**src/rtl/fsp_wl_pkg.sv**
```systemverilog
// shared constants, types and helpers for the set-point and leveling link
package fsp_wl_pkg;
  // ---------------------------------------------------------------
  // clock and timing
  // ---------------------------------------------------------------
  localparam int CLK_PERIOD_PS = 10000;
  localparam int FC_SHORT_NS   = 200;
  localparam int FC_MIDDLE_NS  = 200;
  localparam int FC_LONG_NS    = 250;
  localparam int FC_SHORT_CYC  = (FC_SHORT_NS * 1000 + CLK_PERIOD_PS - 1) / CLK_PERIOD_PS;
  localparam int FC_MIDDLE_CYC = (FC_MIDDLE_NS * 1000 + CLK_PERIOD_PS - 1) / CLK_PERIOD_PS;
  localparam int FC_LONG_CYC   = (FC_LONG_NS * 1000 + CLK_PERIOD_PS - 1) / CLK_PERIOD_PS;
  localparam int CK_HALF       = 6;            // link clock half period in CLK cycles
  localparam int CK_PER        = 2 * CK_HALF;
  localparam int CKV_PS        = 7500;
  localparam int CKV_NCK       = 4;
  localparam int CKV_T_CYC     = (CKV_PS + CLK_PERIOD_PS - 1) / CLK_PERIOD_PS;
  localparam int CKV_CYC       = (CKV_NCK * CK_PER > CKV_T_CYC) ? CKV_NCK * CK_PER : CKV_T_CYC;
  localparam int WL_DQS_EN_NCK = 20;
  localparam int WL_FIRST_NCK  = 40;
  localparam int MIN_PULSES    = 2;
  // ---------------------------------------------------------------
  // mode registers and fields
  // ---------------------------------------------------------------
  localparam logic [5:0] MR_LAT_LVL = 6'h02;   // latency_leveling_register
  localparam logic [5:0] MR_CMD_REF = 6'h0C;   // command_reference_register
  localparam logic [5:0] MR_SP_CTL  = 6'h0D;   // setpoint_control_register
  localparam int WLEN_BIT  = 7;
  localparam int OPSEL_BIT = 7;
  localparam int WSEL_BIT  = 6;
  localparam int VREF_CURRENT_MODE_BIT  = 3;
  localparam int RANGE_BIT = 6;
  localparam logic [6:0] CMD_REF_RST = 7'h4D;  // unterminated low-speed level
  localparam logic [7:0] SP_CTL_RST  = 8'h00;
  localparam logic [7:0] LAT_LVL_RST = 8'h00;
  // ---------------------------------------------------------------
  // controller register port
  // ---------------------------------------------------------------
  localparam logic [7:0] REG_MRW    = 8'h00;
  localparam logic [7:0] REG_FSP    = 8'h04;
  localparam logic [7:0] REG_PULSE  = 8'h08;
  localparam logic [7:0] REG_STATUS = 8'h0C;
  localparam int MRW_MA_LSB = 8;
  localparam int PUL_DLY_LSB = 8;
  localparam int ST_BUSY = 0;
  localparam int ST_SET  = 1;
  localparam int ST_WL   = 2;
  localparam int ST_RDY  = 3;
  localparam int ST_FB   = 4;
  localparam int ST_CLS  = 6;
  localparam int ST_REF  = 8;

  typedef enum logic [1:0] {SW_SHORT = 2'h0, SW_MIDDLE = 2'h1, SW_LONG = 2'h2} sw_class_t;
  typedef enum logic [2:0] {
    C_IDLE = 3'h0, C_SEND = 3'h1, C_HOLD = 3'h3, C_WAIT = 3'h2, C_PRE = 3'h6, C_PULSE = 3'h4
  } ctl_state_t;

  // switch time class from the two command reference sets
  function automatic sw_class_t switch_class(input logic [6:0] a, input logic [6:0] b);
    logic [5:0] d;
    d = (a[5:0] > b[5:0]) ? a[5:0] - b[5:0] : b[5:0] - a[5:0];
    if (a[RANGE_BIT] != b[RANGE_BIT])
      return SW_LONG;
    return (d <= 6'h01) ? SW_SHORT : SW_MIDDLE;
  endfunction

  function automatic logic [7:0] fc_cycles(input sw_class_t c);
    case (c)
      SW_LONG:   return 8'(FC_LONG_CYC);
      SW_MIDDLE: return 8'(FC_MIDDLE_CYC);
      default:   return 8'(FC_SHORT_CYC);
    endcase
  endfunction
endpackage

```
**src/rtl/fsp_wl_if.sv**
```systemverilog
// link between the memory controller end and the dram end
`timescale 1ns/1ps
interface fsp_wl_if;
  logic        ck;      // link clock, made by the controller
  logic        mrw;     // mode register write, taken at ck rise
  logic [5:0]  ma;      // mode register address
  logic [7:0]  op;      // mode register operand
  logic [1:0]  dqs_t;   // true strobe per byte
  logic [1:0]  dqs_c;   // complement strobe per byte
  logic        dqs_oe;  // controller drives strobes
  logic [15:0] dq_o;    // dram data pins
  logic        dq_oe;   // dram drives data pins
  modport ctl  (output ck, mrw, ma, op, dqs_t, dqs_c, dqs_oe, input dq_o, dq_oe);
  modport dram (input ck, mrw, ma, op, dqs_t, dqs_c, dqs_oe, output dq_o, dq_oe);
endinterface

```
**src/rtl/fsp_wl_ctl.sv**
```systemverilog
// controller end: set-point switch sequencing and write-leveling strobes
//
// How it works
// - switch write also sets fast vref current
// - vref current back to normal after wait
// - wait 200 or 250 ns by class
// - clock stays valid after switch entry
// - valid clock before first later command
// - one step short, more steps middle
// - range change always long switch time
// - dram starts on set zero
// - both sets reset to low-speed values
// - train alternate set before switching to it
// - trained sets switch with one write
// - third set rewritten into inactive set first
// - strobe rise samples clock, fed back per byte
// - each strobe pair leveled on its own; here both pairs are pulsed together with one shared delay
// - leveling bit enters and exits the mode
// - only deselect or exit during leveling
// - strobes parked after strobe-enable delay
// - wait first-strobe delay before pulsing
// - at least two pulses per burst
// - newest strobe edge overwrites sampled level
// - software sweeps delay, then exits leveling
// - level before write training
// - feedback within leveling output delay
// - select bit picks set zero or one
`timescale 1ns/1ps
module fsp_wl_ctl
(
  // clock and reset
  input  wire logic        CLK,
  input  wire logic        NRST,
  // register port
  input  wire logic [7:0]  ADDR,
  input  wire logic [31:0] WDATA,
  input  wire logic        WR,
  input  wire logic        RD,
  output logic [31:0]      RDATA,
  output logic             BUSY,
  // link
  fsp_wl_if.ctl            LINK
);
  import fsp_wl_pkg::*;

  typedef struct packed {
    ctl_state_t       st;
    ctl_state_t       ret;
    logic [3:0]       div;
    logic             ck;
    logic             mrw;
    logic [5:0]       ma;
    logic [7:0]       op;
    logic [5:0]       pend_ma;
    logic [7:0]       pend_op;
    logic [7:0]       cnt;
    logic [7:0]       fc_cyc;
    sw_class_t        cls;
    logic [7:0]       sp_ctl;
    logic [1:0][6:0]  cmd_ref;
    logic             wl;
    logic [5:0]       wl_cnt;
    logic             dqs_t;
    logic             dqs_c;
    logic             dqs_oe;
    logic [3:0]       pulses;
    logic [3:0]       dly;
    logic             armed;
    logic [1:0][15:0] dq_s;
    logic             refused;
    logic [31:0]      rdata;
    logic             busy;
  } ctl_reg_t;

  ctl_reg_t   c_reg;
  ctl_reg_t   c_next;
  logic       nck_tick;
  logic       fall_tick;
  logic [3:0] ph;
  logic       live;
  logic       ok;
  logic [7:0] sw_op;

  // -------------------------------------------------------------
  // next state
  // -------------------------------------------------------------
  always_comb
  begin
    c_next = c_reg;
    ok     = 1'b0;
    sw_op  = c_reg.sp_ctl;
    // link clock divider, runs always so the clock is never stopped
    c_next.div = (c_reg.div == 4'(CK_PER - 1)) ? 4'h0 : c_reg.div + 4'h1;
    c_next.ck  = (c_next.div < 4'(CK_HALF));
    nck_tick   = (c_reg.div == 4'(CK_PER - 1));
    fall_tick  = (c_reg.div == 4'(CK_HALF - 1));
    c_next.dq_s = {c_reg.dq_s[0], LINK.dq_o};
    // leveling delay count in link clocks, saturating; it starts only once the entry
    // command is out, so a rise before the command never shortens the delays
    if (c_reg.wl && c_reg.st != C_SEND && nck_tick && c_reg.wl_cnt != 6'(WL_FIRST_NCK))
      c_next.wl_cnt = c_reg.wl_cnt + 6'h01;
    c_next.dqs_oe = c_reg.wl && (c_reg.wl_cnt >= 6'(WL_DQS_EN_NCK));
    if (c_reg.cnt != 8'h00)
      c_next.cnt = c_reg.cnt - 8'h01;
    // strobe phase relative to the link clock rise
    ph   = (c_reg.div >= c_reg.dly) ? c_reg.div - c_reg.dly
                                    : 4'(c_reg.div + 4'(CK_PER) - c_reg.dly);
    live = c_reg.armed | (ph == 4'h0 && c_reg.pulses != 4'h0);
    c_next.dqs_t = (c_reg.st == C_PULSE) && live && (ph < 4'(CK_HALF));
    c_next.dqs_c = ~c_next.dqs_t;
    // sequencer
    unique case (c_reg.st)
      C_IDLE: ;
      C_SEND:
      begin
        // command held from one ck fall to the next, centred on a rise
        if (fall_tick)
        begin
          c_next.mrw = !c_reg.mrw;
          c_next.ma  = c_reg.pend_ma;
          c_next.op  = c_reg.pend_op;
          if (c_reg.mrw)
          begin
            c_next.st  = c_reg.ret;
            c_next.cnt = 8'(CKV_CYC);
          end
        end
      end
      C_HOLD:
        if (c_reg.cnt == 8'h00)
        begin
          c_next.st  = C_WAIT;
          c_next.cnt = c_reg.fc_cyc;
        end
      C_WAIT:
        if (c_reg.cnt == 8'h00)
        begin
          c_next.st  = C_PRE;
          c_next.cnt = 8'(CKV_CYC);
        end
      C_PRE:
        if (c_reg.cnt == 8'h00)
        begin
          c_next.sp_ctl[VREF_CURRENT_MODE_BIT] = 1'b0;
          c_next.pend_op = c_next.sp_ctl;
          c_next.ret     = C_IDLE;
          c_next.st      = C_SEND;
        end
      C_PULSE:
      begin
        if (ph == 4'h0 && c_reg.pulses != 4'h0)
          c_next.armed = 1'b1;
        if (c_reg.armed && ph == 4'(CK_PER - 1))
        begin
          c_next.armed  = 1'b0;
          c_next.pulses = c_reg.pulses - 4'h1;
          if (c_reg.pulses == 4'h1)
            c_next.st = C_IDLE;
        end
      end
      default: c_next.st = C_IDLE;
    endcase
    // register writes, taken only while idle
    if (WR)
    begin
      unique case (ADDR)
        REG_MRW:
        begin
          // no set-point change by a raw write; leveling lets only its exit through
          ok = (c_reg.st == C_IDLE)
               && !(WDATA[MRW_MA_LSB +: 6] == MR_SP_CTL
                    && WDATA[OPSEL_BIT] != c_reg.sp_ctl[OPSEL_BIT])
               && (!c_reg.wl || (WDATA[MRW_MA_LSB +: 6] == MR_LAT_LVL
                                 && !WDATA[WLEN_BIT]));
          if (ok)
          begin
            c_next.pend_ma = WDATA[MRW_MA_LSB +: 6];
            c_next.pend_op = WDATA[7:0];
            c_next.ret     = C_IDLE;
            c_next.st      = C_SEND;
            if (WDATA[MRW_MA_LSB +: 6] == MR_SP_CTL)
              c_next.sp_ctl = WDATA[7:0];
            if (WDATA[MRW_MA_LSB +: 6] == MR_CMD_REF)
              c_next.cmd_ref[c_reg.sp_ctl[WSEL_BIT]] = WDATA[6:0];
            if (WDATA[MRW_MA_LSB +: 6] == MR_LAT_LVL)
            begin
              c_next.wl     = WDATA[WLEN_BIT];
              c_next.wl_cnt = 6'h00;
            end
          end
        end
        REG_FSP:
        begin
          ok = (c_reg.st == C_IDLE) && !c_reg.wl;
          if (ok)
          begin
            sw_op[OPSEL_BIT] = WDATA[0];
            sw_op[VREF_CURRENT_MODE_BIT]  = 1'b1;
            c_next.sp_ctl  = sw_op;
            c_next.pend_ma = MR_SP_CTL;
            c_next.pend_op = sw_op;
            c_next.cls     = switch_class(c_reg.cmd_ref[0], c_reg.cmd_ref[1]);
            c_next.fc_cyc  = fc_cycles(c_next.cls);
            c_next.ret     = C_HOLD;
            c_next.st      = C_SEND;
          end
        end
        REG_PULSE:
        begin
          ok = (c_reg.st == C_IDLE) && c_reg.wl
               && (c_reg.wl_cnt == 6'(WL_FIRST_NCK));
          if (ok)
          begin
            c_next.pulses = (WDATA[3:0] < 4'(MIN_PULSES)) ? 4'(MIN_PULSES)
                                                          : WDATA[3:0];
            c_next.dly    = (WDATA[PUL_DLY_LSB +: 4] > 4'(CK_PER - 1))
                            ? 4'(CK_PER - 1) : WDATA[PUL_DLY_LSB +: 4];
            c_next.armed  = 1'b0;
            c_next.st     = C_PULSE;
          end
        end
        default: ok = 1'b1;  // unmapped writes are dropped silently
      endcase
    end
    // read data stands one cycle; a refusal in the read cycle survives
    c_next.rdata = 32'h0000_0000;
    if (RD && ADDR == REG_STATUS)
    begin
      c_next.rdata[ST_BUSY]     = (c_reg.st != C_IDLE);
      c_next.rdata[ST_SET]      = c_reg.sp_ctl[OPSEL_BIT];
      c_next.rdata[ST_WL]       = c_reg.wl;
      c_next.rdata[ST_RDY]      = c_reg.wl && (c_reg.wl_cnt == 6'(WL_FIRST_NCK));
      c_next.rdata[ST_FB +: 2]  = {c_reg.dq_s[1][8], c_reg.dq_s[1][0]};
      c_next.rdata[ST_CLS +: 2] = c_reg.cls;
      c_next.rdata[ST_REF]      = c_reg.refused;
      c_next.refused            = 1'b0;
    end
    if (WR && !ok)
      c_next.refused = 1'b1;
    // busy as its own flop, so the pin never shows decode glitches
    c_next.busy = (c_next.st != C_IDLE);
  end

  // -------------------------------------------------------------
  // state register
  // -------------------------------------------------------------
  always_ff @(posedge CLK or negedge NRST)
  begin
    if (!NRST)
    begin
      c_reg         <= '0;
      c_reg.st      <= C_IDLE;
      c_reg.ret     <= C_IDLE;
      c_reg.ck      <= 1'b1;
      c_reg.dqs_c   <= 1'b1;
      c_reg.cls     <= SW_SHORT;
      c_reg.sp_ctl  <= SP_CTL_RST;
      c_reg.cmd_ref <= {CMD_REF_RST, CMD_REF_RST};
    end
    else
      c_reg <= c_next;
  end

  // outputs straight from the state register
  assign LINK.ck     = c_reg.ck;
  assign LINK.mrw    = c_reg.mrw;
  assign LINK.ma     = c_reg.ma;
  assign LINK.op     = c_reg.op;
  assign LINK.dqs_t  = {2{c_reg.dqs_t}};
  assign LINK.dqs_c  = {2{c_reg.dqs_c}};
  assign LINK.dqs_oe = c_reg.dqs_oe;
  assign RDATA       = c_reg.rdata;
  assign BUSY        = c_reg.busy;
endmodule

```
**src/flat_wrapper.sv**
```systemverilog
// flat-port wrapper written by rule: the top's interface ports become plain ports
module fsp_wl_ctl_flat import fsp_wl_pkg::*;
  (CLK, NRST, ADDR, WDATA, WR, RD, RDATA, BUSY, LINK_ck, LINK_mrw, LINK_ma, LINK_op, LINK_dqs_t, LINK_dqs_c, LINK_dqs_oe, LINK_dq_o, LINK_dq_oe);
  fsp_wl_if LINK_i ();
  input  wire logic CLK;
  input  wire logic NRST;
  input  wire logic [7:0] ADDR;
  input  wire logic [31:0] WDATA;
  input  wire logic WR;
  input  wire logic RD;
  output logic [31:0] RDATA;
  output logic BUSY;
  output wire logic [$bits(LINK_i.ck)-1:0] LINK_ck;
  output wire logic [$bits(LINK_i.mrw)-1:0] LINK_mrw;
  output wire logic [$bits(LINK_i.ma)-1:0] LINK_ma;
  output wire logic [$bits(LINK_i.op)-1:0] LINK_op;
  output wire logic [$bits(LINK_i.dqs_t)-1:0] LINK_dqs_t;
  output wire logic [$bits(LINK_i.dqs_c)-1:0] LINK_dqs_c;
  output wire logic [$bits(LINK_i.dqs_oe)-1:0] LINK_dqs_oe;
  input wire logic [$bits(LINK_i.dq_o)-1:0] LINK_dq_o;
  input wire logic [$bits(LINK_i.dq_oe)-1:0] LINK_dq_oe;
  assign LINK_ck = LINK_i.ck;
  assign LINK_mrw = LINK_i.mrw;
  assign LINK_ma = LINK_i.ma;
  assign LINK_op = LINK_i.op;
  assign LINK_dqs_t = LINK_i.dqs_t;
  assign LINK_dqs_c = LINK_i.dqs_c;
  assign LINK_dqs_oe = LINK_i.dqs_oe;
  assign LINK_i.dq_o = LINK_dq_o;
  assign LINK_i.dq_oe = LINK_dq_oe;
  fsp_wl_ctl u_core (.CLK(CLK), .NRST(NRST), .ADDR(ADDR), .WDATA(WDATA), .WR(WR), .RD(RD), .RDATA(RDATA), .BUSY(BUSY), .LINK(LINK_i));
endmodule
```
**config.mk**
```make
export PLATFORM = sky130hd
export DESIGN_NAME = fsp_wl_ctl_flat
export DESIGN_NICKNAME = d
export VERILOG_FILES = /design/src/rtl/fsp_wl_pkg.sv /design/src/rtl/fsp_wl_if.sv /design/src/rtl/fsp_wl_ctl.sv /design/src/flat_wrapper.sv
export SDC_FILE = /design/constraint.sdc
export NUM_CORES = 1
export LEC_CHECK = 0
export ABC_AREA = 1
export ABC_CLOCK_PERIOD_IN_PS = 5000
export BUFFER_PORTS_ARGS = -buffer_cell sky130_fd_sc_hd__buf_2
export CELL_PAD_IN_SITES_DETAIL_PLACEMENT = 0
export CELL_PAD_IN_SITES_GLOBAL_PLACEMENT = 1
export CORE_ASPECT_RATIO = 0.9
export CORE_MARGIN = 5
export CORE_UTILIZATION = 25
export CTS_BUF_LIST = sky130_fd_sc_hd__clkbuf_4 sky130_fd_sc_hd__clkbuf_8 sky130_fd_sc_hd__clkbuf_16
export DETAILED_ROUTE_END_ITERATION = 10
export GPL_TIMING_DRIVEN = 0
export HOLD_SLACK_MARGIN = 0.08
export PLACE_DENSITY_LB_ADDON = 0.2
export SLEW_MARGIN = 20
export SYNTH_ARGS = -nofsm -noshare
export SYNTH_HDL_FRONTEND = slang
export SYNTH_SLANG_ARGS = --single-unit
```
**constraint.sdc**
```tcl
create_clock -name CLK -period 5 [get_ports CLK]
set_clock_uncertainty 0.2 [all_clocks]
set_input_delay 1.25 -clock CLK [delete_from_list [all_inputs] [get_ports CLK]]
set_output_delay 1.25 -clock CLK [all_outputs]
set_load 0.05 [all_outputs]
```
==> results of run 1 <==
cell usage in the layout, fill, tap and decap left out, types with 3 or more instances in the layout:
cell type                     n
sky130_fd_sc_hd__o211ai_1     8
sky130_fd_sc_hd__ha_1        26
sky130_fd_sc_hd__fa_1         5
sky130_fd_sc_hd__nor2_2       5
sky130_fd_sc_hd__buf_6        4
sky130_fd_sc_hd__nand4_1     10
sky130_fd_sc_hd__nor2_1      53
sky130_fd_sc_hd__nand3_4      3
sky130_fd_sc_hd__nor3_1      10
sky130_fd_sc_hd__nand2_1    149
sky130_fd_sc_hd__o21ai_1     14
sky130_fd_sc_hd__dfrtp_1     98
sky130_fd_sc_hd__a31oi_1      3
sky130_fd_sc_hd__conb_1      23
sky130_fd_sc_hd__clkbuf_16    9
sky130_fd_sc_hd__nor2_4       7
sky130_fd_sc_hd__nand2_2     14
sky130_fd_sc_hd__nand3_1     48
sky130_fd_sc_hd__xnor2_1      4
sky130_fd_sc_hd__buf_2       62
sky130_fd_sc_hd__inv_1      119
sky130_fd_sc_hd__nand3b_1     3
sky130_fd_sc_hd__xor2_1       7
sky130_fd_sc_hd__o21ai_0     32
sky130_fd_sc_hd__o21ai_2     20
sky130_fd_sc_hd__a21oi_1     15
sky130_fd_sc_hd__dfstp_2     10
sky130_fd_sc_hd__clkinv_2     3
sky130_fd_sc_hd__mux2_2       7
sky130_fd_sc_hd__buf_4       50
sky130_fd_sc_hd__inv_2        6
cell type report:
type	instances	share of cell area
multi-input combinational	488	0.379
clock buffer	10	0.0308
inverter	126	0.0632
sequential	108	0.359
timing repair buffer	59	0.0429
tap	342	0.0566
buffer	60	0.0606
clock inverter	6	0.00828
per-stage QoR:
step           std cells  hold slack (ps)  worst slack (ps)
2_1_floorplan        782              131              2330
3_3_place_gp        1182              137              1000
3_5_place_dp        1183              144              1740
4_1_cts             1199              156              2110
5_1_grt             1199              158              1930
6_report            1199              151              2130
layer usage:
metal	track usage	share of wire
met4	0.0262	0.010
met3	0.0193	0.032
met1	0.166	0.53
met5	0	0
met2	0.163	0.43
kinds of logic (layout without fill, tap and decap cells):
family          Yosys count  in the layout
other cells               1             23
flops                   108            108
mux                       8              8
compound gates          106            106
fa+ha+maj                31             31
simple gates            309            309
xor+xnor                 11             11
buf+inv                 186            261
cell usage after synthesis, types with 4 or more instances:
library cell	n	area [um^2]
sky130_fd_sc_hd__buf_2	5	25.0
sky130_fd_sc_hd__dfrtp_1	98	2450
sky130_fd_sc_hd__nand2_1	149	559
sky130_fd_sc_hd__xnor2_1	4	35.0
sky130_fd_sc_hd__fa_1	5	100
sky130_fd_sc_hd__mux2_2	7	78.8
sky130_fd_sc_hd__ha_1	26	325
sky130_fd_sc_hd__o211ai_1	8	60.1
sky130_fd_sc_hd__nand2_2	14	87.6
sky130_fd_sc_hd__nor2_2	5	31.3
sky130_fd_sc_hd__inv_1	119	447
sky130_fd_sc_hd__o21ai_1	14	70.1
sky130_fd_sc_hd__o21ai_2	20	175
sky130_fd_sc_hd__nand4_1	10	62.6
sky130_fd_sc_hd__nor2_1	53	199
sky130_fd_sc_hd__xor2_1	7	61.3
sky130_fd_sc_hd__nor2_4	7	78.8
sky130_fd_sc_hd__o21ai_0	32	160
sky130_fd_sc_hd__inv_2	6	22.5
sky130_fd_sc_hd__buf_4	50	375
sky130_fd_sc_hd__nand3_1	48	240
sky130_fd_sc_hd__a21oi_1	15	75.1
sky130_fd_sc_hd__dfstp_2	10	263
sky130_fd_sc_hd__nor3_1	10	50.1
critical path, stage by stage:
cell                       delay, ps
sky130_fd_sc_hd__buf_2            90
sky130_fd_sc_hd__nor2_1          130
sky130_fd_sc_hd__nand2_1          60
sky130_fd_sc_hd__nor2_1          190
sky130_fd_sc_hd__inv_2           110
sky130_fd_sc_hd__nor2_4          120
sky130_fd_sc_hd__nand2_1         150
sky130_fd_sc_hd__nor2_2          410
sky130_fd_sc_hd__inv_2           200
sky130_fd_sc_hd__o211ai_1        210
worst min path at each step:
| stage | startpoint | end | cells past startpoint |
|---|---|---|---|
| floorplan | u_core.c_next[50] | u_core.c_reg[50] | 0 |
| global placement | u_core.c_next[58] | u_core.c_reg[58] | 0 |
| detailed placement | u_core.c_next[50] | u_core.c_reg[50] | 0 |
| CTS | u_core.c_next[58] | u_core.c_reg[58] | 0 |
| global route | u_core.c_next[58] | u_core.c_reg[58] | 0 |
| finish | u_core.c_next[58] | u_core.c_reg[58] | 0 |
where the power goes:
| part | switching (W) | total, W | internal [W] |
|---|---|---|---|
| clock network | 0.000335 | 0.000731 | 0.000396 |
| registers | 0.0000125 | 0.000907 | 0.000895 |
| logic | 0.000114 | 0.000161 | 0.0000473 |
==> flow_metrics.env, run 1 <==
export IMPL_clkTransAtPathRegs_ps=70
export IMPL_number_of_i_o_port_buffers=58
export IMPL_effective_utilization_at_floorplan=0.255
export IMPL_timing_max_slew_rel_slack=0.518
export IMPL_netlist_instances=760
export IMPL_detail_route_iter0_violations=221
export IMPL_synth_warnings=0
export IMPL_chipWidth_um=179
export IMPL_clockBufferDepth=2
export IMPL_async_set_or_reset_flop_fraction_in_the_synthesized_netlist=1.00
export IMPL_floorplan_rows=55
export IMPL_post_synth_fa_ha_maj_area_fraction=0.0662
export IMPL_r2r_slack_ps=2190
export IMPL_route_antenna_remaining_nets=0
export IMPL_compound_gate_portion_of_the_synthesized_area=0.106
export IMPL_multiInputGateArea_um2=2860
export IMPL_fp_coreArea_um2=25300
export IMPL_route_vias_total=4887
export IMPL_cp_end_kind="register"
export IMPL_drive_gt1_frac=0.253
export IMPL_cts_setup_buffers=0
export IMPL_worstSetupStartpointType="input pin"
export IMPL_routed_via_density=4.08
export IMPL_tritoncts_num_buffers=9
export IMPL_firstDrtPassIters=4
export IMPL_critical_path_reg2reg_endpoint="u_core.BUSY"
export IMPL_post_layout_total_power_w=0.00180
export IMPL_detailedPlacementHpwl_um=12200
export IMPL_post_synthesis_instance_area_um2=6430
export IMPL_max_clock_freq_mhz=348
export IMPL_tritoncts="built"
export IMPL_syn_avg_cell_area_um2=8.46
export IMPL_num_io_pins=115
export IMPL_first_pass_grt_wire_length_um=25200
export IMPL_stdcell_area_um2=7560
export IMPL_static_leakage_nw=3.89
export IMPL_grt_overflow_total=0
export IMPL_die_area_um2=29000
export IMPL_cts_htree_levels=3
export IMPL_report_final_slew_viol_count=0
export IMPL_status="finished clean"
export IMPL_area_sequential_um2=2720
export IMPL_netlist_cell_type_count=49
export IMPL_post_route_util=0.299
export IMPL_gp_congestion=0.782
export IMPL_ys_dominant_reg_cell="sky130_fd_sc_hd__dfrtp_1"
export IMPL_tightestPinTransition_ps=719
export IMPL_clkLatencyLatePin_ps=350
export IMPL_root_buffer="sky130_fd_sc_hd__clkbuf_16"
export IMPL_synth_yosys_seq_area_share=0.422
export IMPL_layout_area_overhead_vs_synth_pct=17.6
export IMPL_nFillCells=2750
export IMPL_wl_per_cell_um=13.1
export IMPL_worst_setup_path_startpoint="ADDR[1]"
export IMPL_power_density_over_the_cells_nw_per_um2=238
export IMPL_critical_path_reg2reg_startpoint="u_core.c_reg[68]"
export IMPL_synth_simple_gate_area_share=0.230
export IMPL_cts_repair_resized=0
export IMPL_final_setup_tns_ps=0
export IMPL_synth_mux_area_fraction=0.0140
export IMPL_cts_hold_buf=0
export IMPL_cp_max_fo=9
export IMPL_placedInstanceArea_um2=7260
export IMPL_grt_usage=0.110
export IMPL_numClockSinks=108
export IMPL_number_of_remaining_drc_errors=0
export IMPL_finish_net_count=944
export IMPL_largest_family_of_logic_cells_by_synthesized_area="simple AND/OR/NAND/NOR gates"
export IMPL_ir_drop_v=0.000161
export IMPL_synth_xor_area_share=0.0150
export IMPL_synth_ff_latch_count=108
export IMPL_first_global_vias=4756
export IMPL_crit_arrival_ps=2940
export IMPL_detail_route_wirelength_um=15800
export IMPL_timing_max_cap_violations=0
export IMPL_grt_max_degree=62
export IMPL_crit_path_end="u_core.c_reg[129]"
export IMPL_reg2reg_depth=11
export IMPL_holdCritPathClass="reg2reg"
export IMPL_hold_violations=0
export IMPL_layout_min_cycle_time_ps=2870
export IMPL_min_period_over_period=0.574
export IMPL_antenna_diode_count=0
export IMPL_chipHeight_um=162
export IMPL_path_class="in2reg"
export IMPL_grt_setup_unrepaired="false"
export IMPL_setup_viol=0
export IMPL_required_time_reported_for_the_critical_path_endpoint_ps=5070
export IMPL_antenna_found_initial=0
export IMPL_count_of_flip_flops_with_a_built_in_enable_after_synthesis=0
(Power assumes the default switching activity.)
==> run 2, diff against run 1 <==
--- a/config.mk
+++ b/config.mk
@@ -6,7 +6,7 @@
 export NUM_CORES = 1
 export LEC_CHECK = 0
 export ABC_AREA = 1
-export ABC_CLOCK_PERIOD_IN_PS = 5000
+export ABC_CLOCK_PERIOD_IN_PS = 2800
 export BUFFER_PORTS_ARGS = -buffer_cell sky130_fd_sc_hd__buf_2
 export CELL_PAD_IN_SITES_DETAIL_PLACEMENT = 0
 export CELL_PAD_IN_SITES_GLOBAL_PLACEMENT = 1
==> constraint.sdc (replaced) <==
create_clock -name CLK -period 2.8 [get_ports CLK]
set_clock_uncertainty 0.2 [all_clocks]
set_input_delay 0.7 -clock CLK [delete_from_list [all_inputs] [get_ports CLK]]
set_output_delay 0.7 -clock CLK [all_outputs]
set_load 0.05 [all_outputs]
==> run 2 against run 1 <==
  * Register-to-register slack got worse by 2000 ps
  * Clock power rose by 78%
  * Combinational power rose by 80%
  * Clock-buffer cell count did not move
  * Cell area rose by 0.53%
  * First-iteration DRC count rose by 12%
  * Die area did not move
  * Wire length rose by 0.30%
  * Hold slack got worse by 34 ps
  * Flip-flop and latch count did not move
  * Critical endpoint is now u_core.BUSY
  * Largest cell class unchanged
  * Largest power group unchanged
==> flow_metrics.env, run 2 (synthesis results as in run 1) <==
export IMPL_power_density_over_the_cells_nw_per_um2=423
export IMPL_gp_congestion=0.782
export IMPL_nFillCells=2750
export IMPL_path_class="reg2reg"
export IMPL_clkLatencyLatePin_ps=350
export IMPL_cp_max_fo=6
export IMPL_tightestPinTransition_ps=717
export IMPL_crit_arrival_ps=2590
export IMPL_routed_via_density=4.05
export IMPL_max_clock_freq_mhz=384
export IMPL_number_of_remaining_drc_errors=0
export IMPL_timing_critical_path_buf_inv=2
export IMPL_clkTransAtPathRegs_ps=70
export IMPL_finish_net_count=948
export IMPL_chipWidth_um=179
export IMPL_detail_route_wirelength_um=15800
export IMPL_tritoncts="built"
export IMPL_layout_area_overhead_vs_synth_pct=18.2
export IMPL_die_area_um2=29000
export IMPL_critical_path_cell_chain="inv_1 -> ha_1 -> ha_1 -> inv_1 -> fa_1 -> nand3_1 -> nand2_1 -> nand2_1 -> nand2_1 -> nor2_4 -> nand3_2 -> nand2_1 -> nand4_1"
export IMPL_chipHeight_um=162
export IMPL_drive_gt1_frac=0.258
export IMPL_firstDrtPassIters=6
export IMPL_tritoncts_num_buffers=9
export IMPL_cp_end_kind="register"
export IMPL_timing_max_cap_violations=0
export IMPL_detailedPlacementHpwl_um=12200
export IMPL_reg2reg_depth=13
export IMPL_placedInstanceArea_um2=7260
export IMPL_fp_coreArea_um2=25300
export IMPL_layout_commonest_cell="sky130_fd_sc_hd__nand2_1"
export IMPL_number_of_i_o_port_buffers=58
export IMPL_post_route_util=0.301
export IMPL_place_worst_setup_slack_ps=-12.1
export IMPL_stdcell_area_um2=7600
export IMPL_grt_usage=0.110
export IMPL_antenna_diode_count=0
export IMPL_worstSetupStartpointType="register"
export IMPL_status="finished clean"
export IMPL_effective_utilization_at_floorplan=0.255
export IMPL_num_io_pins=115
export IMPL_first_pass_grt_wire_length_um=25200
export IMPL_ir_drop_v=0.000287
export IMPL_numClockSinks=108
export IMPL_timing_max_slew_rel_slack=0.519
export IMPL_critical_path_slowest_cell="sky130_fd_sc_hd__dfrtp_1"
export IMPL_holdCritPathClass="in2async"
export IMPL_area_sequential_um2=2720
export IMPL_min_period_over_period=0.930
export IMPL_static_leakage_nw=3.91
export IMPL_clockBufferDepth=2
export IMPL_post_layout_total_power_w=0.00321
export IMPL_path_depth=13
export IMPL_cts_htree_levels=3
export IMPL_critPathMaxStageDelay_ps=370
export IMPL_grt_max_degree=62
export IMPL_multiInputGateArea_um2=2870
export IMPL_cpMostUsedCell="sky130_fd_sc_hd__nand2_1"
export IMPL_most_common_layout_cells="sky130_fd_sc_hd__nand2_1, sky130_fd_sc_hd__inv_1, sky130_fd_sc_hd__dfrtp_1"
export IMPL_required_time_reported_for_the_critical_path_endpoint_ps=2780
export IMPL_hold_violations=0
export IMPL_route_antenna_remaining_nets=0
export IMPL_root_buffer="sky130_fd_sc_hd__clkbuf_16"
export IMPL_detail_route_iter0_violations=247
export IMPL_floorplan_rows=55
export IMPL_first_global_vias=4766
export IMPL_report_final_slew_viol_count=0
export IMPL_fin_ws_ps=195
export IMPL_layout_min_cycle_time_ps=2610
export IMPL_route_vias_total=4875
export IMPL_setup_viol=0
export IMPL_wl_per_cell_um=13.1
export IMPL_grt_overflow_total=0
export IMPL_path_delay_family="simple AND/OR/NAND/NOR gates"
export IMPL_antenna_found_initial=0
run 2: cell count changes in the layout (fill, tap and decap cells not counted), sizes merged:
cell	change
buf	+4
run 2: through the flow:
| step | instances | hold slack, ps | setup TNS [ps] |
|---|---|---|---|
| 3_5_place_dp | 1183 | 144 | -12.1 |
| 4_1_cts | 1199 | 142 | 0 |
| 6_report | 1203 | 117 | 0 |
| 2_1_floorplan | 782 | 131 | 0 |
| 5_1_grt | 1203 | 157 | -22.1 |
| 3_3_place_gp | 1182 | 137 | -62690 |
run 2: area by class of cell:
| type | count | area share |
|---|---|---|
| inverter | 126 | 0.0629 |
| timing repair buffer | 63 | 0.0466 |
| sequential | 108 | 0.357 |
| multi-input combinational | 488 | 0.378 |
| tap | 342 | 0.0563 |
| clock buffer | 10 | 0.0306 |
| buffer | 60 | 0.0603 |
| clock inverter | 6 | 0.00823 |
run 2: path summary, 6_finish.rpt:
| check | endpoint | startpoint | slack, ps |
|---|---|---|---|
| worst max-delay path | u_core.BUSY | u_core.c_reg[68] | 190 |
| worst min-delay path | u_core.RDATA[6] | NRST | 120 |
| worst max register to register | u_core.BUSY | u_core.c_reg[68] | 190 |
| worst min register to register | u_core.c_reg[58] | u_core.c_next[58] | 150 |
| max in group asynchronous | u_core.LINK.ck | NRST | 1570 |
| min in group CLK | u_core.c_reg[58] | u_core.c_next[58] | 150 |
run 2: where the power goes:
| group | internal [W] | switching (W) |
|---|---|---|
| combinational | 0.0000851 | 0.000205 |
| clock | 0.000707 | 0.000598 |
| sequential | 0.00160 | 0.0000226 |
| total | 0.00239 | 0.000825 |
run 2: worst reg2reg max path, delay by kind of cell, from the launching register on:
family	cells	cell delay, ps
and+or+nand+nor	8	910
buffers and inverters	2	110
DFF	1	370
adders and majority gates	3	840
run 2: per-layer routing:
| layer | track usage | up-vias | routed length, um | share of wire |
|---|---|---|---|---|
| met5 | 0 | - | 0 | 0 |
| met4 | 0.0262 | 0 | 144 | 0.0091 |
| met3 | 0.0193 | 9 | 575 | 0.036 |
| met2 | 0.163 | 76 | 6790 | 0.43 |
| met1 | 0.166 | 2254 | 8290 | 0.52 |
| li1 | - | 2536 | - | - |
run 2: repair_timing:
| action | in CTS | in global routing |
|---|---|---|
| hold buffers | 0 | 0 |
| pin swaps | 0 | 1 |
| resized for setup | 1 | 1 |
| setup buffers | 0 | 4 |
| endpoints found under the setup margin | 1 | 4 |
